### src/rtl/iots_defines.svh
// Constants for the programmed input/output sequencer: widths, timing.
// Assumes inclusion by bare name from the package and design files.
`ifndef IOTS_DEFINES_SVH
`define IOTS_DEFINES_SVH

// Bus widths
`define IOTS_UNIT_W 6
`define IOTS_DATA_W 16
`define IOTS_RET_W 3
// Return vector bit positions
`define IOTS_RET_SYNC 0
`define IOTS_RET_TEST 1
`define IOTS_RET_ACC 2
// Timing: clock period, machine cycle, cycles per immediate instruction
`define IOTS_CLK_NS 20
`define IOTS_MCYC_NS 750
`define IOTS_INSTR_MCYC 4
`define IOTS_INSTR_NS 3000
// Least instruction length in clocks, rounded up
`define IOTS_INSTR_CLKS ((`IOTS_INSTR_MCYC * `IOTS_MCYC_NS + `IOTS_CLK_NS - 1) / `IOTS_CLK_NS)
`define IOTS_TMR_W 8
// Reset values
`define IOTS_RST_UNIT 6'h00
`define IOTS_RST_DATA 16'h0000
`define IOTS_RST_RET 3'h0
`define IOTS_RST_TMR 8'h00

`endif

### src/rtl/iots_pkg.sv
// Types shared by the sequencer and its instruction timer.
// Assumes the defines header sits next to it in rtl/.
`include "iots_defines.svh"
`default_nettype none

package iots_pkg;

  // Instruction type taken from the executing instruction
  typedef enum logic [1:0] {OP_DATA_IN, OP_DATA_OUT, OP_COMMAND, OP_TEST} iots_op_t;

  // Sequencer steps
  typedef enum logic [2:0] {ST_IDLE, ST_CONNECT, ST_CHECK, ST_XFER, ST_TESTRET, ST_RELEASE, ST_DONE} iots_state_t;

  // All sequencer state
  typedef struct packed {
    iots_state_t state;
    logic [`IOTS_UNIT_W-1:0] unit;
    iots_op_t op;
    logic useMem;
    logic waitEn;
    logic [`IOTS_RET_W-1:0] retA;
    logic [`IOTS_RET_W-1:0] retB;
    logic [`IOTS_DATA_W-1:0] dataA;
    logic [`IOTS_DATA_W-1:0] dataB;
    logic testResult;
    logic readyMiss;
    logic wrPulse;
  } iots_regs_t;

  // Timer state
  typedef struct packed {
    logic [`IOTS_TMR_W-1:0] count;
  } iots_tmr_t;

endpackage : iots_pkg

`default_nettype wire

### src/rtl/iots_cycle_timer.sv
// Least-duration timer for one input/output instruction.
// Assumes the sequencer pulses restart when it accepts an instruction.
`include "iots_defines.svh"
`default_nettype none

module iots_cycle_timer (
  input wire logic clock,   // 50 MHz clock
  input wire logic reset_n, // Async reset, active low
  input wire logic ce,      // Clock enable, freezes when low
  input wire logic restart, // Load the full instruction length
  output logic expired      // Least length has elapsed
);
  import iots_pkg::*;

  iots_tmr_t cur_ff; // Registered timer state
  iots_tmr_t nxt_cur; // Next timer state

  // Load on restart, count down to zero otherwise
  always_comb
  begin
    nxt_cur = cur_ff;
    if (ce && restart)
    begin
      nxt_cur.count = `IOTS_TMR_W'(`IOTS_INSTR_CLKS);
    end
    else if (ce && (cur_ff.count != `IOTS_RST_TMR))
    begin
      nxt_cur.count = cur_ff.count - `IOTS_TMR_W'(1);
    end
  end

  // State register
  always_ff @(posedge clock or negedge reset_n)
  begin
    if (!reset_n)
      cur_ff <= '{count: `IOTS_RST_TMR};
    else
      cur_ff <= nxt_cur;
  end

  assign expired = (cur_ff.count == `IOTS_RST_TMR);

endmodule : iots_cycle_timer

`default_nettype wire

### src/rtl/iots_sequencer.sv
// Programmed input/output sequencer: one word per instruction over the unit bus.
// Assumes the processor holds accWord/memWord stable while busy and that
// bus inputs arrive asynchronously from daisy-chained unit controllers.
//
// Operation
// - Attach unit, transfer once, release before end.
// - 64 units, address taken from instruction.
// - Data passes straight, no holding buffer.
// - Idle means free; no pre-selection needed.
// - One-word transfer lasts 3.0 us plus wait.
// - Instruction selects accumulator or memory.
// - Drive unit, sync, type; unit returns.
// - Check ready after sync, then handshake.
// - Four machine cycles; wait flag holds for ready.
// - Test sends word without ready check.
`include "iots_defines.svh"
`default_nettype none

module iots_sequencer (
  input wire logic clock,                            // 50 MHz clock
  input wire logic reset_n,                          // Master clear, active low
  input wire logic ce,                               // Clock enable, freezes when low
  input wire logic start,                            // Execute instruction request
  input wire logic [`IOTS_UNIT_W-1:0] unitSel,       // Unit number from instruction
  input wire iots_pkg::iots_op_t opSel,              // Instruction type
  input wire logic useMemSel,                        // Memory rather than accumulator
  input wire logic waitSel,                          // Wait flag of instruction
  input wire logic [`IOTS_DATA_W-1:0] accWord,       // Accumulator contents
  input wire logic [`IOTS_DATA_W-1:0] memWord,       // Memory operand
  output logic busy,                                 // Instruction executing
  output logic done,                                 // Instruction complete pulse
  output logic [`IOTS_DATA_W-1:0] inWord,            // Word read from unit
  output logic accWrite,                             // Load accumulator pulse
  output logic memWrite,                             // Store to memory pulse
  output logic readyMiss,                            // Unit was not ready, no transfer
  output logic testResult,                           // Test return after test word
  output logic [`IOTS_UNIT_W-1:0] unitNum,           // Unit number lines
  output logic instSync,                             // Instruction sync
  output logic dataInst,                             // Data instruction line
  output logic cmdInst,                              // Command instruction line
  output logic testInst,                             // Test instruction line
  output logic ioDir,                                // High for output transfer
  output logic waitFlag,                             // Wait flag line
  output logic compDataHere,                         // Computer data here
  output logic compDataAccepted,                     // Computer data accepted
  output logic [`IOTS_DATA_W-1:0] busDataOut,        // Data lines, driven value
  output logic busDataOe_n,                          // Data lines drive, low drives
  input wire logic [`IOTS_DATA_W-1:0] busDataIn,     // Data lines, received value
  input wire logic unitSyncRet,                      // Unit sync return
  input wire logic unitTestRet,                      // Unit test return
  input wire logic unitDataAccepted                  // Unit data accepted
);
  import iots_pkg::*;

  iots_regs_t cur_ff;  // Registered state
  iots_regs_t nxt_cur; // Next state
  logic timerDone;     // Least instruction length elapsed
  logic accept;        // Instruction taken this cycle
  logic syncRet;       // Synchronised sync return
  logic testRet;       // Synchronised test return
  logic dataAcc;       // Synchronised data accepted
  logic isOutput;      // Instruction sends a word

  // Word source chosen by the instruction
  function automatic logic [`IOTS_DATA_W-1:0] pickWord(input logic mem, input logic [`IOTS_DATA_W-1:0] a,
                                                       input logic [`IOTS_DATA_W-1:0] m);
    pickWord = mem ? m : a;
  endfunction : pickWord

  assign accept = ce && start && (cur_ff.state == ST_IDLE);
  assign syncRet = cur_ff.retB[`IOTS_RET_SYNC];
  assign testRet = cur_ff.retB[`IOTS_RET_TEST];
  assign dataAcc = cur_ff.retB[`IOTS_RET_ACC];
  assign isOutput = (cur_ff.op != OP_DATA_IN);

  // Least-duration timer
  iots_cycle_timer u_timer (
    .clock(clock),
    .reset_n(reset_n),
    .ce(ce),
    .restart(accept),
    .expired(timerDone)
  );

  // Sequence control and input synchronisers
  always_comb
  begin
    nxt_cur = cur_ff;
    nxt_cur.wrPulse = 1'b0;
    // Two-stage synchronisers on all bus inputs
    nxt_cur.retA = {unitDataAccepted, unitTestRet, unitSyncRet};
    nxt_cur.retB = cur_ff.retA;
    nxt_cur.dataA = busDataIn;
    nxt_cur.dataB = cur_ff.dataA;
    case (cur_ff.state)
      ST_IDLE:
      begin
        // Latch instruction fields, clear flags, go to connect
        if (start)
        begin
          nxt_cur.unit = unitSel;
          nxt_cur.op = opSel;
          nxt_cur.useMem = useMemSel;
          nxt_cur.waitEn = waitSel;
          nxt_cur.readyMiss = 1'b0;
          nxt_cur.testResult = 1'b0;
          nxt_cur.state = ST_CONNECT;
        end
      end
      ST_CONNECT:
      begin
        // Wait for the unit to answer the sync
        if (syncRet)
          nxt_cur.state = (cur_ff.op == OP_TEST) ? ST_XFER : ST_CHECK;
      end
      ST_CHECK:
      begin
        // Ready check on the test return line
        if (testRet)
        begin
          if (cur_ff.op == OP_DATA_IN)
          begin
            nxt_cur.wrPulse = 1'b1;
            nxt_cur.state = ST_RELEASE;
          end
          else
            nxt_cur.state = ST_XFER;
        end
        else if (!cur_ff.waitEn)
        begin
          nxt_cur.readyMiss = 1'b1;
          nxt_cur.state = ST_RELEASE;
        end
      end
      ST_XFER:
      begin
        // Data here held until unit accepts
        if (dataAcc)
          nxt_cur.state = (cur_ff.op == OP_TEST) ? ST_TESTRET : ST_RELEASE;
      end
      ST_TESTRET:
      begin
        // Sample test return after the test word
        nxt_cur.testResult = testRet;
        nxt_cur.state = ST_RELEASE;
      end
      ST_RELEASE:
      begin
        // Disconnect; all returns off and least time spent
        if (!syncRet && !testRet && !dataAcc && timerDone)
          nxt_cur.state = ST_DONE;
      end
      ST_DONE:
        nxt_cur.state = ST_IDLE;
      default:
        nxt_cur.state = ST_IDLE;
    endcase
    if (!ce)
      nxt_cur = cur_ff;
  end

  // State register, cleared by master clear
  always_ff @(posedge clock or negedge reset_n)
  begin
    if (!reset_n)
      cur_ff <= '{state: ST_IDLE, unit: `IOTS_RST_UNIT, op: OP_DATA_IN, useMem: 1'b0, waitEn: 1'b0,
                  retA: `IOTS_RST_RET, retB: `IOTS_RST_RET, dataA: `IOTS_RST_DATA,
                  dataB: `IOTS_RST_DATA, testResult: 1'b0, readyMiss: 1'b0, wrPulse: 1'b0};
    else
      cur_ff <= nxt_cur;
  end

  // Bus and processor outputs
  assign busy = (cur_ff.state != ST_IDLE);
  assign done = (cur_ff.state == ST_DONE);
  assign instSync = (cur_ff.state == ST_CONNECT) || (cur_ff.state == ST_CHECK) || (cur_ff.state == ST_XFER);
  assign unitNum = busy ? cur_ff.unit : `IOTS_RST_UNIT;
  assign dataInst = instSync && ((cur_ff.op == OP_DATA_IN) || (cur_ff.op == OP_DATA_OUT));
  assign cmdInst = instSync && (cur_ff.op == OP_COMMAND);
  assign testInst = instSync && (cur_ff.op == OP_TEST);
  assign ioDir = instSync && isOutput;
  assign waitFlag = instSync && cur_ff.waitEn && (cur_ff.op != OP_TEST);
  assign compDataHere = (cur_ff.state == ST_XFER);
  assign compDataAccepted = (cur_ff.state == ST_RELEASE) && (cur_ff.op == OP_DATA_IN) && !cur_ff.readyMiss;
  assign busDataOe_n = !compDataHere;
  assign busDataOut = compDataHere ? pickWord(cur_ff.useMem, accWord, memWord) : `IOTS_RST_DATA;
  assign inWord = cur_ff.dataB;
  assign accWrite = cur_ff.wrPulse && !cur_ff.useMem;
  assign memWrite = cur_ff.wrPulse && cur_ff.useMem;
  assign readyMiss = cur_ff.readyMiss;
  assign testResult = cur_ff.testResult;

  // Helper: clocks since the instruction was accepted
  logic [`IOTS_TMR_W-1:0] elapsed_ff;
  always_ff @(posedge clock or negedge reset_n)
  begin
    if (!reset_n)
      elapsed_ff <= `IOTS_RST_TMR;
    else if (accept)
      elapsed_ff <= `IOTS_RST_TMR;
    else if (ce && busy && (elapsed_ff != '1))
      elapsed_ff <= elapsed_ff + `IOTS_TMR_W'(1);
  end
endmodule : iots_sequencer

`default_nettype wire

### config.mk
export PLATFORM = sky130hd
export DESIGN_NAME = iots_sequencer
export DESIGN_NICKNAME = d
export VERILOG_FILES = /design/src/rtl/iots_pkg.sv /design/src/rtl/iots_cycle_timer.sv /design/src/rtl/iots_sequencer.sv
export VERILOG_INCLUDE_DIRS = /design/src /design/src/rtl
export SDC_FILE = /design/constraint.sdc
export NUM_CORES = 1
export LEC_CHECK = 0
export ABC_CLOCK_PERIOD_IN_PS = 2100
export BUFFER_PORTS_ARGS = -buffer_cell sky130_fd_sc_hd__buf_2
export CELL_PAD_IN_SITES_DETAIL_PLACEMENT = 1
export CELL_PAD_IN_SITES_GLOBAL_PLACEMENT = 2
export CORE_MARGIN = 2
export CORE_UTILIZATION = 27
export DETAILED_ROUTE_END_ITERATION = 8
export PLACE_DENSITY_LB_ADDON = 0.1
export RECOVER_POWER = 25
export SYNTH_ARGS = -nofsm -noshare
export SYNTH_HDL_FRONTEND = slang
export SYNTH_HIERARCHICAL = 1
export SYNTH_SLANG_ARGS = --single-unit
### constraint.sdc
create_clock -name clock -period 2.1 [get_ports clock]
set_input_delay 0.525 -clock clock [delete_from_list [all_inputs] [get_ports clock]]
set_output_delay 0.525 -clock clock [all_outputs]
set_load 0.005 [all_outputs]
==> results.toml <==
[global_routing]
grt_max_degree = 45
grtUsageTotal_pct = 13.4
grt_pass1_wl_mm = 13.5
first_global_vias = 2716
grt.overflow.total = 0
antenna_found_initial = 0

[yosys]
syn-instance-count = 277
yosys_most_used_dff = "dfrtp_1"
netlist_area_um2 = 3160
syn_area_per_cell_um2 = 11.4
synthAdderAreaFrac_pct = 0.791
synth_top_family_by_area = "multiplexers"
synth_compound_area_share_pct = 5.81
async_flop_share_pct = 100
yosys.area_share.simple_pct = 13.8
ys_seq_elements = 62
ys_top_cells_by_area = "dfrtp_1, mux2_2, mux2i_1"
synth_top_cell_area_share_pct = 49.0
synth-xor-area-share_pct = 0.277
synth-edff-count = 0
synth_nets = 344
synth_common_cells = "dfrtp_1, mux2_2, nor2_1"
ys.warnings.count = 6
yosys.area.top_type = "dfrtp_1"
yosysMostFrequentCell = "dfrtp_1"
synthMuxAreaShare_pct = 23.1
yosysSeqAreaShare_pct = 49.0
synth.distinct_cells = 46

[clock_tree]
htreeDepth = 3
cts_buffers = 9
cts_tree = "built"
path_clk_slew_ns = 0.05
cts_root_buf = "clkbuf_16"
clk_latency_ns = 0.32
clock_tree.buffer_depth = 2
cts_sinks = 62

[sta]
layout_min_cycle_time_ns = 2.03
maxSlewViolCount = 0
worstMarginPinSlew_ns = 1.10
tns_ns = 0
setup_viol = 0
finalClockSkew_ns = 0.00516
relSlewSlack_pct = 26.9
max_freq_mhz = 494
timing.final.crit_share_pct = 96.4
final_hold_viol_count = 0

[routing]
ant_nets = 0
num_vias = 2553
wl_mm = 8.16
wl_per_cell_um = 14.9
drt_iter0_markers = 87
avgViaCountPerCell = 4.66
drc = 0
dr.pass1.iters = 4

[final_layout]
diodes = 0
final_nets = 467
area_growth_pct = 35.0
final_area_um2 = 4270
drive_gt1_share_pct = 52.6

[pwr]
cellLeakagePower_uw = 0.00205
p_per_area_nw_per_um2 = 1180
ir_drop_mv = 0.399

[flow_run]
cap_viol_max_count = 0

[placed_design]
post_dp_cell_area_um2 = 3880
hpwlAfterDp_mm = 5.91
portBuffers = 117
place.gp.congestion = 0.722

[die]
die_x_um = 112
die-area_um2 = 12600
num_io_pins = 118
core.rowCount = 39
die_y_um = 112
start_util_pct = 27.7
core_um2 = 11400

[critical_path]
path_delay_family = "simple AND/OR/NAND/NOR gates"
required_ns = 1.57
crit_path_end_kind = "output pin"
cpPeakStageDelay_ns = 0.46
crit_type = "reg2out"
arrival_ns = 1.50
crit_buf_inv = 1
cp-start-kind = "flip-flop"
slowest_stage = "dfrtp_2"
cp_max_fo = 7
crit_chain = "nand3b_1, nor4_1, buf_2"

[status]
outcome = "finished clean"

[hold_path]
holdCritPathClass = "in2reg"
routing by layer:
layer | share of wire, % | GRT usage, %
met5 | 0 | 0
met4 | 1.2 | 3.90
met3 | 6.9 | 4.43
met2 | 48 | 21.9
met1 | 44 | 16.9
stage by stage:
stage	hold WS, ns	power (µW)	utilization (%)	worst slack, ns	instances
after global placement	0.464	3410	34.0	-0.0732	525
final	0.419	5050	37.4	0.0746	548
after detailed placement	0.469	3450	34.0	-0.214	525
after global routing	0.409	5420	37.4	-0.0254	548
after CTS	0.197	4990	36.8	0.00393	541
after floorplan	0.229	2810	-	0.0321	277
worst min-delay path: cells and delay by family:
family	cells	cell delay (ns)
AO/OA/AOI/OAI	1	0.06
buffers and inverters	1	0.08
AND/OR/NAND/NOR	1	0.04
cells in the final DEF, fill, tap and decap left out, drive strengths merged, types with 3 or more instances in the layout:
cell,count
a21oi,6
dfrtp,62
or4,5
o31ai,3
nor3,7
nand2,9
o41ai,3
mux2,48
mux2i,19
clkbuf,14
clkinvlp,3
inv,8
nor2,28
buf,138
o21ai,11
and2,3
nor2b,7
flip-flops by register name, indices dropped and copies added (netlist names):
name and count:
u_timer/cur_ff 8, cur_ff 36, testResult 1, inWord 16, readyMiss 1
timing repair:
| item | 4_1_cts | 5_1_grt |
|---|---|---|
| gates resized for setup | 7 | 10 |
| pin swaps | 0 | 5 |
| hold buffers | 0 | 0 |
| cloned | 0 | 0 |
| setup endpoints to repair | 21 | 21 |
| endpoints found under the hold margin | 0 | 0 |
| buffers inserted | 0 | 7 |
path summary, 6_finish.rpt:
| path | start | endpoint | slack (ns) | cells after the start |
|---|---|---|---|---|
| worst max-delay path | cur_ff[52]$_DFFE_PN0P_ | compDataAccepted | 0.07 | 3 |
| worst min-delay path | waitSel | cur_ff[41]$_DFFE_PN0P_ | 0.42 | 3 |
| worst max register to register | u_timer/cur_ff[1]$_DFFE_PN0P_ | cur_ff[51]$_DFFE_PN0P_ | 0.09 | 8 |
| worst min register to register | cur_ff[48]$_DFFE_PN0P_ | cur_ff[48]$_DFFE_PN0P_ | 0.47 | 1 |
| max in group asynchronous | reset_n | cur_ff[51]$_DFFE_PN0P_ | 0.85 | 2 |
| min in group asynchronous | reset_n | readyMiss$_DFFE_PN0P_ | 0.49 | 2 |
report_power, final:
group / internal, µW / leakage (µW) / total [µW] / switching (µW)
logic: 946 / 0.00118 / 1800 / 857
registers: 1510 / 0.000733 / 1800 / 296
clock network: 913 / 0.000134 / 1440 / 532
total: 3370 / 0.00205 / 5050 / 1690
cells by family after synthesis:
logic type / count (synthesis)
AOI/OAI and AO/OA: 28
xor gates and xnor gates: 1
adders and majority gates: 2
buffers and inverters: 38
DFF: 62
muxes: 67
and+or+nand+nor: 79
cell type report:
type	count	area, µm²
clock buffers	10	229
clock inverters	6	62.6
fillers	1304	7150
inverters	8	30.0
multi-input cells	177	1440
flip-flops and latches	62	1560
well taps	143	179
repair buffers	142	771
Note: power is estimated with default switching activity, not from simulation.
